[config.mk]
export PLATFORM = sky130hd
export DESIGN_NAME = ccs_clock_status
export DESIGN_NICKNAME = d
export VERILOG_FILES = /design/src/rtl/ccs_clock_status.v
export VERILOG_INCLUDE_DIRS = /design/src /design/src/rtl
export SDC_FILE = /design/constraint.sdc
export NUM_CORES = 1
export LEC_CHECK = 0
export BUFFER_PORTS_ARGS = -buffer_cell sky130_fd_sc_hd__clkbuf_2
export CAP_MARGIN = 20
export CORE_MARGIN = 2
export CORE_UTILIZATION = 34
export CTS_BUF_LIST = sky130_fd_sc_hd__clkbuf_2 sky130_fd_sc_hd__clkbuf_4 sky130_fd_sc_hd__clkbuf_8
export DETAILED_ROUTE_END_ITERATION = 12
export SYNTH_ARGS = -nofsm -noshare
export SYNTH_HDL_FRONTEND = slang
export SYNTH_SLANG_ARGS = --single-unit
[constraint.sdc]
create_clock -name clk -period 11.9 [get_ports clk]
set_clock_uncertainty 0.05 [all_clocks]
set_input_delay 2.38 -clock clk [delete_from_list [all_inputs] [get_ports clk]]
set_output_delay 2.38 -clock clk [all_outputs]
set_load 0.02 [all_outputs]
[src/rtl/ccs_defines.vh]
`ifndef CCS_DEFINES_VH
`define CCS_DEFINES_VH
// register offsets on the two-wire map
`define CCS_ADDR_FLAGS 8'h00
`define CCS_ADDR_JACK 8'h01
`define CCS_ADDR_AUX_HI 8'h02
`define CCS_ADDR_AUX_LO 8'h03
`define CCS_ADDR_IRQ_EN 8'h04
`define CCS_ADDR_SYSCLK 8'h05
`define CCS_ADDR_P1_HI 8'h06
`define CCS_ADDR_P1_LO 8'h07
`define CCS_ADDR_P2_HI 8'h0b
`define CCS_ADDR_P2_LO 8'h0c
`define CCS_ADDR_AUX_CFG 8'h22
`define CCS_ADDR_JACK_CFG 8'h25
// four-wire page (0x200) and the one offset it cannot reach
`define CCS_PAGE_2W 2'b00
`define CCS_PAGE_4W 2'b10
`define CCS_ADDR_NO_4W 8'hff
// status and enable bit positions
`define CCS_BIT_CLIP 7
`define CCS_BIT_SLEW 6
`define CCS_BIT_UNLOCK 5
`define CCS_BIT_JACK 1
`define CCS_FLAG_MASK 8'he2
`define CCS_RST_BYTE 8'h00
// other field positions
`define CCS_BIT_PLL_EN 7
`define CCS_BIT_RAPID 0
`define CCS_BIT_AUX_HOLD 3
`define CCS_BIT_AUX_CAL 2
`define CCS_BIT_JACK_EN 7
// prescale codes
`define CCS_PS_OFF 2'b00
`define CCS_PS_DIV1 2'b01
`define CCS_PS_DIV2 2'b10
`define CCS_PS_DIV4 2'b11
// frame timing
`define CCS_TICKS_NORM 7'd96
`define CCS_TICKS_HIGH 7'd48
`define CCS_PLL_MID 15'h4000
`define CCS_PLL_FINE 15'h0001
`define CCS_PLL_COARSE 15'h0010
`define CCS_LOCK_FRAMES 3'd4
// doubled exact ratios, codes 0x8..0xf
`define CCS_R2_8 13'd3000
`define CCS_R2_9 13'd1500
`define CCS_R2_A 13'd3250
`define CCS_R2_B 13'd1625
`define CCS_R2_C 13'd4000
`define CCS_R2_D 13'd2000
`define CCS_R2_E 13'd4800
`define CCS_R2_F 13'd2400
`define CCS_EX_STEP 13'd4
// debounce base time and clock rate
`define CCS_CLK_KHZ 250000
`define CCS_DEB_BASE_MS 25
`endif

[src/rtl/ccs_clock_status.v]
`include "ccs_defines.vh"
`default_nettype none
module ccs_clock_status #(
   parameter [31:0] DEB_BASE_CYC = `CCS_DEB_BASE_MS * `CCS_CLK_KHZ
) (
   input wire clk,
   input wire rst,
   input wire [9:0] reg_addr,
   input wire reg_wr,
   input wire reg_rd,
   input wire [7:0] reg_wdata,
   output reg [7:0] reg_rdata,
   input wire [1:0] path_master,
   input wire high_rate_select,
   input wire [1:0] frame_clk_i,
   output wire [1:0] frame_clk_o,
   output wire [1:0] frame_clk_oe_n,
   output wire [1:0] oversample_tick,
   output wire [1:0] pll_locked,
   output wire pclk_en,
   input wire clip_event,
   input wire slew_done_event,
   input wire soft_seq_done,
   input wire [1:0] jack_sense_pin,
   input wire [15:0] aux_sample,
   input wire aux_valid,
   output wire aux_calibration_select,
   output wire irq_o,
   output reg irq_oe_n
);

////////////////////////////////////////////////////////////////////////
// register decode
wire [1:0] page = reg_addr[9:8];
wire [7:0] ra = reg_addr[7:0];
// 0xff is kept off the four-wire page
wire acc_ok = (page == `CCS_PAGE_2W) |
   ((page == `CCS_PAGE_4W) & (ra != `CCS_ADDR_NO_4W));
wire wr_ok = reg_wr & acc_ok;
wire rd_flags = reg_rd & acc_ok & (ra == `CCS_ADDR_FLAGS);

reg [7:0] irq_en_q;
reg [7:0] sysclk_q;
reg [7:0] p1_hi_q;
reg [7:0] p1_lo_q;
reg [7:0] p2_hi_q;
reg [7:0] p2_lo_q;
reg aux_hold_q;
reg aux_cal_q;
reg jack_en_q;
reg [1:0] jack_deb_q;

// writable registers; offsets 0x00-0x03 have no write path
always @(posedge clk) begin
   if (rst) begin
      irq_en_q <= `CCS_RST_BYTE;
      sysclk_q <= `CCS_RST_BYTE;
      p1_hi_q <= `CCS_RST_BYTE;
      p1_lo_q <= `CCS_RST_BYTE;
      p2_hi_q <= `CCS_RST_BYTE;
      p2_lo_q <= `CCS_RST_BYTE;
      aux_hold_q <= 1'b0;
      aux_cal_q <= 1'b0;
      jack_en_q <= 1'b0;
      jack_deb_q <= 2'b00;
   end else if (wr_ok) begin
      case (ra)
         `CCS_ADDR_IRQ_EN: irq_en_q <= reg_wdata & `CCS_FLAG_MASK;
         `CCS_ADDR_SYSCLK: sysclk_q <= {2'b00, reg_wdata[5:0]};
         `CCS_ADDR_P1_HI: p1_hi_q <= reg_wdata;
         `CCS_ADDR_P1_LO: p1_lo_q <= reg_wdata;
         `CCS_ADDR_P2_HI: p2_hi_q <= reg_wdata;
         `CCS_ADDR_P2_LO: p2_lo_q <= reg_wdata;
         `CCS_ADDR_AUX_CFG: begin
            aux_hold_q <= reg_wdata[`CCS_BIT_AUX_HOLD];
            aux_cal_q <= reg_wdata[`CCS_BIT_AUX_CAL];
         end
         `CCS_ADDR_JACK_CFG: begin
            jack_en_q <= reg_wdata[`CCS_BIT_JACK_EN];
            jack_deb_q <= reg_wdata[1:0];
         end
         default: ;
      endcase
   end
end

assign aux_calibration_select = aux_cal_q;

////////////////////////////////////////////////////////////////////////
// prescaler: internal clock as an enable pulse
wire [1:0] prescale_select = sysclk_q[5:4];
wire [3:0] exact_ratio_select = sysclk_q[3:0];
reg [1:0] pre_cnt_q;

always @(posedge clk) begin
   if (rst)
      pre_cnt_q <= 2'b00;
   else
      pre_cnt_q <= pre_cnt_q + 2'b01;
end

// code 00 holds the enable low, freezing every path divider; the prescale counter and slave realign still run
assign pclk_en = (prescale_select == `CCS_PS_DIV1) |
   ((prescale_select == `CCS_PS_DIV2) & pre_cnt_q[0]) |
   ((prescale_select == `CCS_PS_DIV4) & (&pre_cnt_q));

// fixed ratio lookup, doubled so 812.5 stays exact
reg [12:0] ratio2;
always @* begin
   case (exact_ratio_select[2:0])
      3'h0: ratio2 = `CCS_R2_8;
      3'h1: ratio2 = `CCS_R2_9;
      3'h2: ratio2 = `CCS_R2_A;
      3'h3: ratio2 = `CCS_R2_B;
      3'h4: ratio2 = `CCS_R2_C;
      3'h5: ratio2 = `CCS_R2_D;
      3'h6: ratio2 = `CCS_R2_E;
      default: ratio2 = `CCS_R2_F;
   endcase
end
// codes 0-7 are not guarded; only bit 3 picks exact mode
wire exact_mode = exact_ratio_select[3];

////////////////////////////////////////////////////////////////////////
// per-path frame rate generation and digital PLL
wire [1:0] unlock_pulse;

genvar g;
generate
for (g = 0; g < 2; g = g + 1) begin : g_path
   wire [7:0] hi = (g == 0) ? p1_hi_q : p2_hi_q;
   wire [7:0] lo = (g == 0) ? p1_lo_q : p2_lo_q;
   wire [14:0] coef_prog = {hi[6:0], lo};
   wire pll_en = hi[`CCS_BIT_PLL_EN];
   wire rapid = lo[`CCS_BIT_RAPID];
   wire exact = (g == 0) & exact_mode;
   wire master = path_master[g];
   wire [6:0] target = ((g == 1) & high_rate_select) ?
      `CCS_TICKS_HIGH : `CCS_TICKS_NORM;
   // on path 1 only, exact mode overrides the PLL and divider controls
   wire use_pll = ~master & pll_en & ~exact;
   reg fs1_q;
   reg fs2_q;
   reg fs3_q;
   reg [15:0] acc_q;
   reg [12:0] ex_acc_q;
   reg [6:0] cnt_q;
   reg [14:0] coef_q;
   reg [2:0] lockc_q;
   reg locked_q;
   reg unl_q;
   reg fclk_q;
   reg tick_q;
   wire [14:0] eff_coef = use_pll ? coef_q : coef_prog;
   wire [16:0] sum = {1'b0, acc_q} + {2'b00, eff_coef};
   wire ovf = sum[16];
   wire [12:0] ex_next = ex_acc_q + `CCS_EX_STEP;
   wire [6:0] cnt_inc = cnt_q + 7'd1;
   wire [6:0] cnt_wrap = (cnt_inc == target) ? 7'd0 : cnt_inc;
   wire ext_rise = fs2_q & ~fs3_q;
   wire near = (cnt_inc >= target) & (cnt_q <= target + 7'd1);
   wire far = (cnt_q + 7'd2 < target) | (cnt_q > target + 7'd2);
   wire [14:0] step = far ? `CCS_PLL_COARSE : `CCS_PLL_FINE;

   always @(posedge clk) begin
      if (rst) begin
         fs1_q <= 1'b0;
         fs2_q <= 1'b0;
         fs3_q <= 1'b0;
      end else begin
         fs1_q <= frame_clk_i[g];
         fs2_q <= fs1_q;
         fs3_q <= fs2_q;
      end
   end

   always @(posedge clk) begin
      if (rst) begin
         acc_q <= 16'h0000;
         ex_acc_q <= 13'd0;
         cnt_q <= 7'd0;
         coef_q <= `CCS_PLL_MID;
         lockc_q <= 3'd0;
         locked_q <= 1'b0;
         unl_q <= 1'b0;
         fclk_q <= 1'b0;
         tick_q <= 1'b0;
      end else begin
         unl_q <= 1'b0;
         tick_q <= pclk_en & ovf & ~exact;
         // preload: rapid starts the loop at the programmed ratio, otherwise at CCS_PLL_MID
         if (!use_pll) begin
            coef_q <= rapid ? coef_prog : `CCS_PLL_MID;
            lockc_q <= 3'd0;
            locked_q <= 1'b0;
         end
         // the divider block below advances on the internal clock only; the slave realign after it does not
         if (pclk_en) begin
            if (exact) begin
               if (ex_next >= ratio2) begin
                  ex_acc_q <= ex_next - ratio2;
                  fclk_q <= ~fclk_q;
               end else begin
                  ex_acc_q <= ex_next;
               end
            end else begin
               acc_q <= sum[15:0];
               if (ovf) begin
                  if (master) begin
                     cnt_q <= cnt_wrap;
                     fclk_q <= (cnt_wrap < (target >> 1));
                  end else if (cnt_q != 7'h7f) begin
                     cnt_q <= cnt_inc;
                  end
               end
            end
         end
         // slave: external edge realigns the sample count
         if (ext_rise & ~master & ~exact) begin
            cnt_q <= 7'd0;
            if (use_pll) begin
               if (cnt_q < target)
                  coef_q <= coef_q + step;
               else if (cnt_q > target)
                  coef_q <= coef_q - step;
               if (near) begin
                  if (lockc_q == `CCS_LOCK_FRAMES)
                     locked_q <= 1'b1;
                  else
                     lockc_q <= lockc_q + 3'd1;
               end else begin
                  lockc_q <= 3'd0;
               end
               if (locked_q & far) begin
                  locked_q <= 1'b0;
                  unl_q <= 1'b1;
               end
            end
         end
      end
   end

   assign frame_clk_o[g] = fclk_q;
   assign frame_clk_oe_n[g] = ~master;
   assign oversample_tick[g] = tick_q;
   assign pll_locked[g] = locked_q;
   assign unlock_pulse[g] = unl_q;
end
endgenerate

////////////////////////////////////////////////////////////////////////
// jack sense: synchronise, debounce, detect change
reg [1:0] js1_q;
reg [1:0] js2_q;
reg [1:0] jstable_q;
reg [31:0] deb_cnt_q;
reg jack_chg_q;
// longer codes double the base time each step
wire [31:0] deb_limit = DEB_BASE_CYC << jack_deb_q;

always @(posedge clk) begin
   if (rst) begin
      js1_q <= 2'b00;
      js2_q <= 2'b00;
   end else begin
      js1_q <= jack_sense_pin;
      js2_q <= js1_q;
   end
end

always @(posedge clk) begin
   if (rst) begin
      jstable_q <= 2'b00;
      deb_cnt_q <= 32'd0;
      jack_chg_q <= 1'b0;
   end else begin
      jack_chg_q <= 1'b0;
      if (!jack_en_q | (js2_q == jstable_q)) begin
         deb_cnt_q <= 32'd0;
      end else if (deb_cnt_q >= deb_limit) begin
         jstable_q <= js2_q;
         deb_cnt_q <= 32'd0;
         jack_chg_q <= 1'b1;
      end else begin
         deb_cnt_q <= deb_cnt_q + 32'd1;
      end
   end
end

// raw, undebounced state; 10 passes through as read
wire [1:0] jack_sense_state = jack_en_q ? js2_q : 2'b00;

////////////////////////////////////////////////////////////////////////
// aux measurement capture
reg [15:0] aux_q;
always @(posedge clk) begin
   if (rst)
      aux_q <= 16'h0000;
   else if (aux_valid & ~aux_hold_q)
      aux_q <= aux_sample;
end

////////////////////////////////////////////////////////////////////////
// status flags and interrupt
reg [7:0] flags_q;
reg [7:0] set_vec;
always @* begin
   set_vec = 8'h00;
   set_vec[`CCS_BIT_CLIP] = clip_event;
   set_vec[`CCS_BIT_SLEW] = slew_done_event | soft_seq_done;
   set_vec[`CCS_BIT_UNLOCK] = |unlock_pulse;
   set_vec[`CCS_BIT_JACK] = jack_chg_q;
end

// set wins over the read clear so no event is lost
wire [7:0] flags_d = ((rd_flags ? 8'h00 : flags_q) | set_vec) &
   `CCS_FLAG_MASK;

always @(posedge clk) begin
   if (rst) begin
      flags_q <= `CCS_RST_BYTE;
      irq_oe_n <= 1'b1;
   end else begin
      flags_q <= flags_d;
      irq_oe_n <= ~|(flags_d & irq_en_q);
   end
end

// open drain: only ever pulls low
assign irq_o = 1'b0;

////////////////////////////////////////////////////////////////////////
// read data
reg [7:0] rd_mux;
always @* begin
   rd_mux = 8'h00;
   case (ra)
      `CCS_ADDR_FLAGS: rd_mux = flags_q;
      `CCS_ADDR_JACK: rd_mux = {jack_sense_state, 6'b000000};
      `CCS_ADDR_AUX_HI: rd_mux = aux_q[15:8];
      `CCS_ADDR_AUX_LO: rd_mux = aux_q[7:0];
      `CCS_ADDR_IRQ_EN: rd_mux = irq_en_q;
      `CCS_ADDR_SYSCLK: rd_mux = sysclk_q;
      `CCS_ADDR_P1_HI: rd_mux = p1_hi_q;
      `CCS_ADDR_P1_LO: rd_mux = p1_lo_q;
      `CCS_ADDR_P2_HI: rd_mux = p2_hi_q;
      `CCS_ADDR_P2_LO: rd_mux = p2_lo_q;
      `CCS_ADDR_AUX_CFG: rd_mux = {4'h0, aux_hold_q, aux_cal_q, 2'b00};
      `CCS_ADDR_JACK_CFG: rd_mux = {jack_en_q, 5'b00000, jack_deb_q};
      default: rd_mux = 8'h00;
   endcase
   if (!acc_ok)
      rd_mux = 8'h00;
end

always @(posedge clk) begin
   if (rst)
      reg_rdata <= 8'h00;
   else if (reg_rd)
      reg_rdata <= rd_mux;
end

endmodule // ccs_clock_status
`default_nettype wire

# Word-level counts from Yosys, hierarchy flattened
# Cells that the tools add are included.
[classes]
addsub = 18
n_lt_le_gt_ge = 16
eq_ne = 30
shift = 1
muxes = 58
bitwise = 43
n_reduce_logical = 33
[op_table]
columns = ["op", "count"]
rows = [
  ["2-to-1 mux 15 bit", 14],
  ["case mux 8 bit (12 select lines)", 1],
  ["case mux 13 bit (7 select lines)", 1],
  ["2-to-1 mux 7 bit", 7],
  ["adder 16 x 15 -> 17 bit", 2],
  ["adder 32 x 1 -> 32 bit (second input constant)", 1],
  ["== test 8 x 3 -> 1 bit (second input constant)", 4],
  [">= comparator 32 bit", 1],
  ["<< shifter 23 x 2 -> 32 bit (first input constant)", 1],
  ["adder 15 x 5 -> 15 bit", 2],
  ["2-to-1 mux 3 bit", 10],
  ["subtractor 15 x 5 -> 15 bit", 2],
  ["AND reduction 2 bit", 12],
  ["bitwise AND 1 bit", 22],
  ["adder 7 x 1 -> 7 bit (second input constant)", 3],
  ["adder 7 x 2 -> 7 bit (second input constant)", 3],
  ["2-to-1 mux 1 bit", 19],
  ["== test 8 x 2 -> 1 bit (second input constant)", 2],
  ["== test 8 x 4 -> 1 bit (second input constant)", 2],
  ["== test 8 x 6 -> 1 bit (second input constant)", 2],
  ["2-to-1 mux 8 bit", 2],
  ["== test 3 bit (second input constant)", 5],
  ["> comparator 7 bit", 2],
  ["> comparator 7 bit (second input constant)", 2],
  ["other kinds (41)", 77],
]
[totals]
ff_bits = 230
in_bits = 49
word_cells = 243

# Longest topological paths before layout
# Gate-level depths: netlist of run 1.
[depth]
depth_word = 10
mapped_depth = 17
ltp_nobuf = 15

# Least setup slack after synthesis of run 1
# Ideal clock, no wire load.
[synth_path]
path_kind = "input -> register"
start = "in path_master[0]"
end = "reg g_path[0].fclk_q"
t_arrival_ns = 5.273
required_time_ns = 11.718
slack_ns = 6.445
path_stages = 15
n_path_buf = 4
path_cell_list = "buf_2 -> or3b_1 -> buf_2 -> clkbuf_1 -> clkbuf_1 -> nand2_1 -> nand2_1 -> fa_1 -> a21o_1 -> a21oi_1 -> o2111ai_1 -> a211o_1 -> nand3_1 -> a31o_2 -> a21oi_1"
[synth_via]
elab_chain_cells = 7
[synth_rtl]
columns = ["element", "line", "rtl"]
rows = [
  ["from (decl)", "ccs_clock_status.v:13", "input wire [1:0] path_master,"],
  ["NOT 1 bit", "ccs_clock_status.v:141", "wire use_pll = ~master & pll_en & ~exact;"],
  ["bitwise AND 1 bit (2 in series)", "ccs_clock_status.v:141", ""],
  ["2-to-1 mux 15 bit", "ccs_clock_status.v:154", "wire [14:0] eff_coef = use_pll ? coef_q : coef_prog;"],
  ["adder 16 x 15 -> 17 bit", "ccs_clock_status.v:155", "wire [16:0] sum = {1'b0, acc_q} + {2'b00, eff_coef};"],
  ["nonzero test 2 bit (no line)", "-", ""],
  ["AND reduction 4 bit (no line) (*)", "-", ""],
  ["to (signal assigned)", "ccs_clock_status.v:202", "fclk_q <= ~fclk_q;"],
  ["to (signal assigned)", "ccs_clock_status.v:211", "fclk_q <= (cnt_wrap < (target >> 1));"],
  ["to (decl)", "ccs_clock_status.v:152", "reg fclk_q;"],
]
# Every way passes the cells marked *; elsewhere a longest branch is shown, timed or not.
# A chain may end at the register's enable or synchronous reset.

# Worst setup path in the final report of run 1
[layout_path]
start = "in path_master[1]"
end = "reg g_path[1].cnt_q[2]"
[layout_via]
elab_chain_cells = 5
[layout_rtl]
columns = ["element", "line", "rtl"]
rows = [
  ["NOT 1 bit", "ccs_clock_status.v:141, ccs_clock_status.v:219", ""],
  ["bitwise AND 1 bit", "ccs_clock_status.v:141", ""],
  ["2-to-1 mux 15 bit", "ccs_clock_status.v:154", ""],
  ["adder 16 x 15 -> 17 bit", "ccs_clock_status.v:155", ""],
  ["AND reduction 3 bit (no line)", "-", ""],
  ["to (signal assigned)", "ccs_clock_status.v:210", "cnt_q <= cnt_wrap;"],
  ["to (signal assigned)", "ccs_clock_status.v:213", "cnt_q <= cnt_inc;"],
  ["to (decl)", "ccs_clock_status.v:147", "reg [6:0] cnt_q;"],
]
# Parallel ways exist; a longest one is shown, timed or not.

==> flow_summary.toml, run 1 <==
[power]
p_leak_nw = 6.729
peakVddDrop_uv = 53.76
power_density_nw_per_um2 = 102.6

[placement]
routabilityCongestion = 0.8943
hpwl_mm = 32.73
io_buffers = 67
place_inst = 2447
dpl_cell_area_sq_um = 15540

[sta]
rsz0062_at_grt = "no"
worst_pin_slew_ns = 1.056
fmax_ghz = 0.1808
hold_ws_ns = 0.3928
hold_viol_final = 0
period_minus_slack_ns = 5.531
slew_viol_final = 0
fin_tns_setup_ns = 0
slew_headroom = 0.2900
period_share = 0.4648
finalSetupViolCount = 0

[floorplanning]
rows = 76
start_util = 0.3451
ios = 69
design.core.area_sq_um = 43170
dieArea_sq_um = 45510
die_y_um = 213.3
dieWidth_um = 213.3

[finish]
fillers = 4464
final_common_cell = "nand2_1"
layout-drive-gt1-share = 0.1072
utilization = 0.3821
layout_common_cells = "nand2_1, dfxtp_1, nor2_1"
final_area_sq_um = 16500
layout.cells.non_filler = 2527
nets = 2051
area_delta_synth_final_pct = 10.73
multi_input_area_sq_um = 9671
ff_latch_area_sq_um = 4524

[global_route]
grt_first_pass_wirelength_mm = 71.31
overflow = 0
grt_max_degree = 71
grt_use_total = 0.1943
grt_pass1_vias = 13150
antenna_found_initial = 5

[logic_synthesis]
syn_avg_cell_area_sq_um = 7.845
yosys.area.top_type = "dfxtp_1"
syn_inst = 1899
async_flop_share = 0
yosys-top-cells-area = "dfxtp_1, ha_1, nand2_1"
ys_warn_count = 0
synth_top_area_share = 0.3037
synth-edff-count = 0
synth.yosys.seq_area_share = 0.3037
syn-cell-area_sq_um = 14900
synthDistinctLibCells = 99
synth_flop_cell = "dfxtp_1"
synth-seq-cells = 226

[clocking]
clock_sinks = 226
path_clk_slew_ns = 0.07
numCtsBuffers = 43
postCtsSetupBuffers = 0
cts.path.max_buffers = 3
cts-resized-gates = 0
tritoncts = "built"
holdBufCountCts = 0
clk_latency_ns = 0.58
cts_max_level = 2
cts-root-buf = "clkbuf_8"

[route]
drt_first_pass_iters = 6
drcViolationCount = 0
drt_iter0_drc = 1111
antenna_left = 0
via_per_inst = 5.582
wl_per_cell_um = 17.69
route.vias.total = 14110
drt_wl_total_mm = 44.70

[worst_setup_path]
r2r_cells = 12
critPathArrivalTime_ns = 5.96
path_common_cell = "a21oi_1"
critPathBufInv = 2
crit_required_ns = 12.33
end_kind = "register"
crit_path_cell_trace = "clkbuf_2 > inv_1 > nand2_1 > nand2_1 > o21ai_0 > ha_1 > fa_1 > a21o_1 > a21oi_1 > o211ai_1 > a21oi_1 > nor4_2 > a21oi_1 > a31o_2"
worstSetupPathType = "primary input to register"
startpoint_type = "primary input"
cp_top_family = "simple AND/OR/NAND/NOR gates"
critical_path_depth = 14
crit_slowest_cell = "nor4_2"
max_stage_delay_ns = 0.83
crit_fanout = 24

[flow_run]
cap_viol_max_count = 0

[hold_path]
hold_path.class = "register to register"
min_path_cells = 1

[status]
status = "finished, final reports clean"
[stage by stage]
| stage | setup WS, ns | power (W) |
|---|---|---|
| floorplan | 6.445 | 0.0008305 |
| CTS | 6.438 | 0.001719 |
| detailed placement | 5.826 | 0.0008618 |
| global route | 6.049 | 0.001758 |
| global placement | 5.929 | 0.0008606 |
| finish | 6.369 | 0.001692 |
[flip-flops by register name (all words and copies together) (netlist names), 6 cells and up]
signal	flops
reg_rdata	8
aux_q	16
g_path.acc_q	32
g_path.cnt_q	14
g_path.lo	16
deb_cnt_q	32
sysclk_q	6
g_path.ex_acc_q	13
g_path.hi	16
g_path.coef_q	30
g_path.lockc_q	6
[kinds of logic (layout without fill, tap and decap cells)]
family	count (synthesis)	count (layout)	synth area share
and+or+nand+nor	767	767	0.2511
AOI/OAI and AO/OA	487	487	0.2205
DFF	226	226	0.3037
buffers and inverters	174	210	0.04880
adders and majority gates	95	95	0.08130
xor gates and xnor gates	86	86	0.05056
muxes	63	63	0.04376
other	1	8	0.0002517
[synthesized netlist by cell type (all sizes together), types with 6 or more instances]
library cell / number
a221o: 6
a211oi: 25
a22o: 10
o21bai: 7
a21boi: 6
nand2: 249
o21a: 10
nor3: 45
or4: 13
dfxtp: 226
a21oi: 142
clkbuf: 75
a31o: 8
a31oi: 27
nand4: 21
nand2b: 14
inv: 57
and4: 7
xnor2: 48
a221oi: 11
a22oi: 18
a21o: 34
mux2: 7
and2: 17
ha: 92
o31ai: 12
xor2: 38
nor4: 16
nor2b: 28
o22ai: 10
or3: 16
nor4b: 8
buf: 42
o221ai: 10
nand3: 82
o211ai: 10
nor2: 195
mux2i: 55
a2111oi: 6
nor3b: 7
o21ai: 88
and3: 33
[worst paths after layout]
kind | start | end | slack, ns
setup reg to reg | sysclk_q[3] | g_path[0].cnt_q[3] | 7.73
setup / recovery | path_master[1] | g_path[1].cnt_q[2] | 6.37
hold reg to reg | js1_q[0] | js2_q[0] | 0.39
hold / removal | js1_q[0] | js2_q[0] | 0.39
[metal layers]
layer	GRT usage	vias to the layer above	part of all wire
li1	-	6864	-
met1	0.2715	6664	0.47
met2	0.2913	486	0.42
met3	0.04604	86	0.080
met4	0.06729	6	0.029
met5	0	-	0.00092
[where the power goes]
| part | leakage (nW) | switching [W] | total (W) | internal (W) |
|---|---|---|---|---|
| logic | 4.39 | 0.0000518 | 0.0000749 | 0.0000231 |
| clock network | 0.508 | 0.000346 | 0.000845 | 0.000499 |
| registers | 1.83 | 0.00000680 | 0.000772 | 0.000765 |
[layout make-up]
| cell class | count | share of cell area |
|---|---|---|
| sequential | 226 | 0.2743 |
| multi-input combinational | 1504 | 0.5862 |
| inverter | 57 | 0.01297 |
| clock buffer | 66 | 0.04899 |
| timing repair buffer | 75 | 0.02435 |
| tap | 585 | 0.04437 |
| clock inverter | 12 | 0.008570 |
| antenna | 2 | 0.0003034 |
(Power assumes the default switching activity.)
==> inputs of run 2 (changes only) <==
Settings changed: ABC_AREA set to 1.
Clock period 11.9 ns to 5.23 ns, I/O delays scaled along.
==> run 2 against run 1 <==
Compared with the run above: clock-buffer cell count decreased by 3; design area grew 5.9%; register-to-register slack worse by 6.1 ns; global-route usage decreased by 0.18 points; combinational power increased by 110%; hold slack worse by 0.033 ns; worst setup slack worse by 4.9 ns; first-iteration DRC count increased by 14%; sequential share of layout area is 1.5 points lower; utilization fell by 0.51 points; cell count rose by 24%; critical path type is now register to output port; largest cell class unchanged.
==> flow_summary.toml, run 2 <==
[clocking]
cts-root-buf = "clkbuf_8"
path_clk_slew_ns = 0.06
cts_max_level = 2
clock_sinks = 226
holdBufCountCts = 0
numCtsBuffers = 41
tritoncts = "built"
clk_latency_ns = 0.60
cts-resized-gates = 0
cts.path.max_buffers = 3
postCtsSetupBuffers = 0

[sta]
slew_viol_final = 0
hold_viol_final = 0
fin_ws_ns = 1.518
period_minus_slack_ns = 3.712
fin_tns_setup_ns = 0
period_share = 0.7098
rsz0062_at_grt = "no"
fmax_ghz = 0.2694
worst_pin_slew_ns = 0.9598
finalSetupViolCount = 0
slew_headroom = 0.3602

[global_route]
overflow = 0
grt_pass1_vias = 14690
grt_max_degree = 86
antenna_found_initial = 1
grt_use_total = 0.1925
grt_first_pass_wirelength_mm = 74.85

[route]
drt_iter0_drc = 1265
drt_first_pass_iters = 5
wl_per_cell_um = 15.00
route.vias.total = 15850
antenna_left = 0
drt_wl_total_mm = 46.97
via_per_inst = 5.061
drcViolationCount = 0

[worst_setup_path]
r2r_start = "g_path[1].cnt_q[2]"
end_kind = "output port"
cp-endpoint = "pclk_en"
worstSetupPathType = "register to output port"
startpoint_type = "register"
r2r_cells = 22
rrSetupSlack_ns = 1.65
crit_required_ns = 4.13
critPathArrivalTime_ns = 2.62
r2r-end = "g_path[1].coef_q[14]"
crit_fanout = 27
crit_start = "pre_cnt_q[0]"

[floorplanning]
rows = 79
dieArea_sq_um = 48460
design.core.area_sq_um = 46360
dieWidth_um = 220.1
ios = 69
die_y_um = 220.1
start_util = 0.3426

[logic_synthesis]
yosysMostFrequentCell = "nand2_1"
synth_top_area_share = 0.2849
syn_avg_cell_area_sq_um = 6.477
yosys-top-cells-area = "dfxtp_1, nand2_1, ha_1"
synth_flop_cell = "dfxtp_1"
syn_inst = 2452
syn-cell-area_sq_um = 15880
synth.yosys.seq_area_share = 0.2849
synth-seq-cells = 226
async_flop_share = 0
ys_top_cells_by_count = "nand2_1, inv_1, nor2_1"
ys_warn_count = 0
yosys.area.top_type = "dfxtp_1"
synth-edff-count = 0
synthDistinctLibCells = 58

[power]
power_density_nw_per_um2 = 211.6
p_leak_nw = 8.002
peakVddDrop_uv = 137.3

[finish]
nets = 2638
multi_input_area_sq_um = 9752
area_delta_synth_final_pct = 10.05
top_regs = "deb_cnt_q (32), g_path.acc_q (32), g_path.coef_q (30)"
layout_common_cells = "nand2_1, inv_1, nor2_1"
final_common_cell = "nand2_1"
fillers = 4986
utilization = 0.3770
num_antenna_cells = 0
ff_latch_area_sq_um = 4524
layout-drive-gt1-share = 0.1070

[hold_path]
hold_path.class = "register to register"
hp-start = "js1_q[0]"

[status]
status = "finished, final reports clean"

[flow_run]
cap_viol_max_count = 0

[placement]
io_buffers = 67
dp_slack_ns = 1.144
routabilityCongestion = 0.9330
hpwl_mm = 35.55
==> run 2: cells by family (layout without fill, tap and decap cells) <==
| kind of cell | count (synthesis) | count (layout) | share of synthesized area |
|---|---|---|---|
| AO/OA/AOI/OAI | 468 | 468 | 0.1598 |
| XOR/XNOR | 61 | 61 | 0.03364 |
| adder cells (fa/ha/maj) | 95 | 95 | 0.07626 |
| buffers and inverters | 397 | 464 | 0.1023 |
| flip-flops | 226 | 226 | 0.2849 |
| other | 1 | 6 | 0.0002361 |
| AND/OR/NAND/NOR | 1204 | 1204 | 0.3429 |
==> run 2: layout make-up <==
class                   count  area share
well taps                 607     0.04346
inverters                 318     0.06837
clock buffers              63     0.04603
repair buffers             73     0.02176
multi-input cells        1834      0.5580
flip-flops and latches    226      0.2589
clock inverters            10    0.003508
==> run 2: how the worst min path moves through the flow <==
stage	to	slack, ns	cells after the start
floorplan	g_path[0].fs2_q	0.34	2
global placement	g_path[0].fs3_q	0.36	2
detailed placement	js2_q[0]	0.35	2
CTS	js2_q[0]	0.36	2
global route	js2_q[0]	0.38	2
finish	js2_q[0]	0.36	2
==> run 2: report_power, final <==
group          switching [W]  internal [W]  total (W)
Sequential         0.0000107       0.00174    0.00175
Clock               0.000807      0.000984    0.00179
Combinational       0.000110     0.0000441   0.000154
Total               0.000928       0.00277    0.00370
==> run 2: worst max-delay path, stage by stage, from the launching register on <==
cell and delay [ns]:
dfxtp_1 0.33, ha_1 0.19, nand3b_1 0.14, nand2_1 0.07, buf_4 0.24, clkinv_1 0.67, clkbuf_2 0.38
==> run 2: metal layers <==
metal	vias up	GRT usage	wire (um)
met3	66	0.02678	2869
met4	0	0.06376	1176
li1	8065	-	-
met5	-	0	0
met2	444	0.3217	21240
met1	7272	0.2544	21690
==> run 2: metrics by stage <==
step,hold slack [ns],power [W],cell area [sq um],std cells
2_1_floorplan,0.3383,0.001879,15900,2457
3_3_place_gp,0.3628,0.001939,16610,3058
3_5_place_dp,0.3505,0.001942,16610,3058
4_1_cts,0.3601,0.003757,17480,3131
5_1_grt,0.3775,0.003846,17480,3131
6_report,0.3594,0.003698,17480,3131
==> inputs of run 3 (changes only) <==
Clock period 5.23 ns to 3.6 ns, I/O delays scaled along.
==> run 3 against run 2 <==
Compared with the run above: clock power up 61%; cell count up 1.1%; via count about the same; sequential share of layout area down 0.50 points; global-route usage up 0.47 points; combinational power up 51%; utilization up 0.75 points; clock-buffer cell count up 10; design area up 2.0%; non-clock buffer count up 25.
==> flow_summary.toml, run 3 (synthesis gave the netlist of run 2 again) <==
[status]
status = "finished, final reports clean"

[sta]
rsz0062_at_grt = "no"
fin_tns_setup_ns = 0
fin_ws_ns = 0.3658
finalSetupViolCount = 0
worst_pin_slew_ns = 0.7247
slew_headroom = 0.5143
period_minus_slack_ns = 3.234
hold_ws_ns = 0.2468
period_share = 0.8984
slew_viol_final = 0
hold_viol_final = 0
fmax_ghz = 0.3092

[floorplanning]
dieWidth_um = 220.1
dieArea_sq_um = 48460
start_util = 0.3426
design.core.area_sq_um = 46360
die_y_um = 220.1
ios = 69
rows = 79

[global_route]
grt_max_degree = 69
grt_first_pass_wirelength_mm = 76.65
overflow = 0
grt_pass1_vias = 15020
antenna_found_initial = 1
grt_use_total = 0.1971

[power]
peakVddDrop_uv = 254.4
power_density_nw_per_um2 = 318.1
p_switching_w = 0.001377
power.internal_w = 0.004294
p_seq_frac = 0.449
power_frac_comb = 0.041
p_leak_nw = 8.210
sw_frac_of_total = 0.2429
clockPowerShare = 0.510

[placement]
io_buffers = 67
hpwl_mm = 36.60
dp_slack_ns = 0.1946
routabilityCongestion = 0.8850

[hold_path]
min_path_cells = 3
hold_path.class = "primary input to register"
min_to = "g_path[0].fs1_q"
hp-start = "frame_clk_i[0]"

[clocking]
tritoncts = "built"
cts_max_level = 2
cts-root-buf = "clkbuf_8"
cts.path.max_buffers = 3
clk_latency_ns = 0.62
path_clk_slew_ns = 0.06
numCtsBuffers = 45
postCtsSetupBuffers = 0
clock_sinks = 226

[worst_setup_path]
r2r-end = "g_path[1].coef_q[14]"
r2r_start = "g_path[1].cnt_q[3]"
startpoint_type = "register"
crit_fanout = 6
critPathArrivalTime_ns = 3.67
worstSetupPathType = "register to register"
crit_required_ns = 4.04
r2r_cells = 23
end_kind = "register"
rrSetupSlack_ns = 0.37

[route]
drt_wl_total_mm = 47.60
via_per_inst = 5.011
drt_first_pass_iters = 5
antenna_left = 0
drcViolationCount = 0
route.vias.total = 15850
drt_iter0_drc = 1162
wl_per_cell_um = 15.04

[finish]
layout_common_cells = "nand2_1, inv_1, nor2_1"
nets = 2667
layout-drive-gt1-share = 0.1185
top_regs = "deb_cnt_q (32), g_path.acc_q (32), g_path.coef_q (30)"
final_common_cell = "nand2_1"
area_delta_synth_final_pct = 12.24

[flow_run]
cap_viol_max_count = 0
run 3: changes by cell type in the layout (fill, tap and decap cells not counted), moves of 2 or more:
cell	change
buf_4	+23
clkbuf_8	+7
clkbuf_4	+3
clkinv_2	-3
buf_12	+2
clkinvlp_4	-2
run 3: area by class of cell:
class                   count  area, sq um
multi-input cells        1834         9752
diodes                      1        2.502
well taps                 607        759.5
clock inverters             7        75.07
repair buffers             98        593.1
flip-flops and latches    226         4526
fillers                  4962        28530
clock buffers              73        923.4
inverters                 318         1195
run 3: critical path, stage by stage (launching register included):
cell and delay [ns]:
dfxtp_1 0.44, nand2_1 0.09, nor2_2 0.16, nand2_1 0.11
xor2_1 0.16, ha_1 0.27, inv_1 0.04, nor2_1 0.10
nand3_1 0.07, nand2_1 0.09, nand2_1 0.12, inv_1 0.12
ha_1 0.18, ha_1 0.19, nand3_1 0.17, nor2_1 0.13
nor2_1 0.05, nor2_1 0.16, nand2_1 0.09, xor2_1 0.15
nand2_1 0.05, nand3_1 0.07, nand2_1 0.06, nand2_1 0.05
run 3: stage by stage:
stage / power, W / util / instance area [sq um] / std cells
after detailed placement: 0.002830 / 0.3629 / 16820 / 3083
final: 0.005671 / 0.3845 / 17830 / 3164
after global routing: 0.005895 / 0.3845 / 17830 / 3164
after global placement: 0.002828 / 0.3629 / 16820 / 3083
after CTS: 0.005757 / 0.3844 / 17820 / 3163
after floorplan: 0.002730 / - / 15900 / 2457
run 3: layer usage:
layer | GRT usage | vias to the layer above | part of all wire
met4 | 0.08255 | 0 | 0.038
met1 | 0.2530 | 7188 | 0.45
met2 | 0.3262 | 438 | 0.45
met3 | 0.03354 | 94 | 0.059
li1 | - | 8134 | -
met5 | 0 | - | 0
run 3: how the worst max path moves through the flow:
| stage | from | to | slack, ns | cells after the start |
|---|---|---|---|---|
| final | g_path[1].cnt_q[3] | g_path[1].coef_q[14] | 0.37 | 23 |
| after global routing | g_path[1].cnt_q[3] | g_path[1].coef_q[14] | 0.04 | 23 |
| after CTS | g_path[1].cnt_q[4] | g_path[1].coef_q[14] | 0.34 | 23 |
| after detailed placement | path_master[0] | g_path[0].cnt_q[0] | 0.19 | 18 |
| after global placement | high_rate_select | g_path[1].coef_q[14] | 0.22 | 20 |
| after floorplan | high_rate_select | g_path[1].coef_q[14] | 0.63 | 20 |
run 3: what timing repair did:
item | CTS | global route
hold buffers | 0 | 0
gates resized for setup | 0 | 1
setup endpoints to repair | 0 | 4
run 3: power by group through the flow:
stage          sequential (W)  clock [W]  combinational [W]
3_3_place_gp          0.00260          0           0.000230
3_5_place_dp          0.00260          0           0.000231
2_1_floorplan         0.00259          0           0.000136
6_report              0.00255    0.00289           0.000232
5_1_grt               0.00255    0.00309           0.000257
4_1_cts               0.00255    0.00298           0.000232
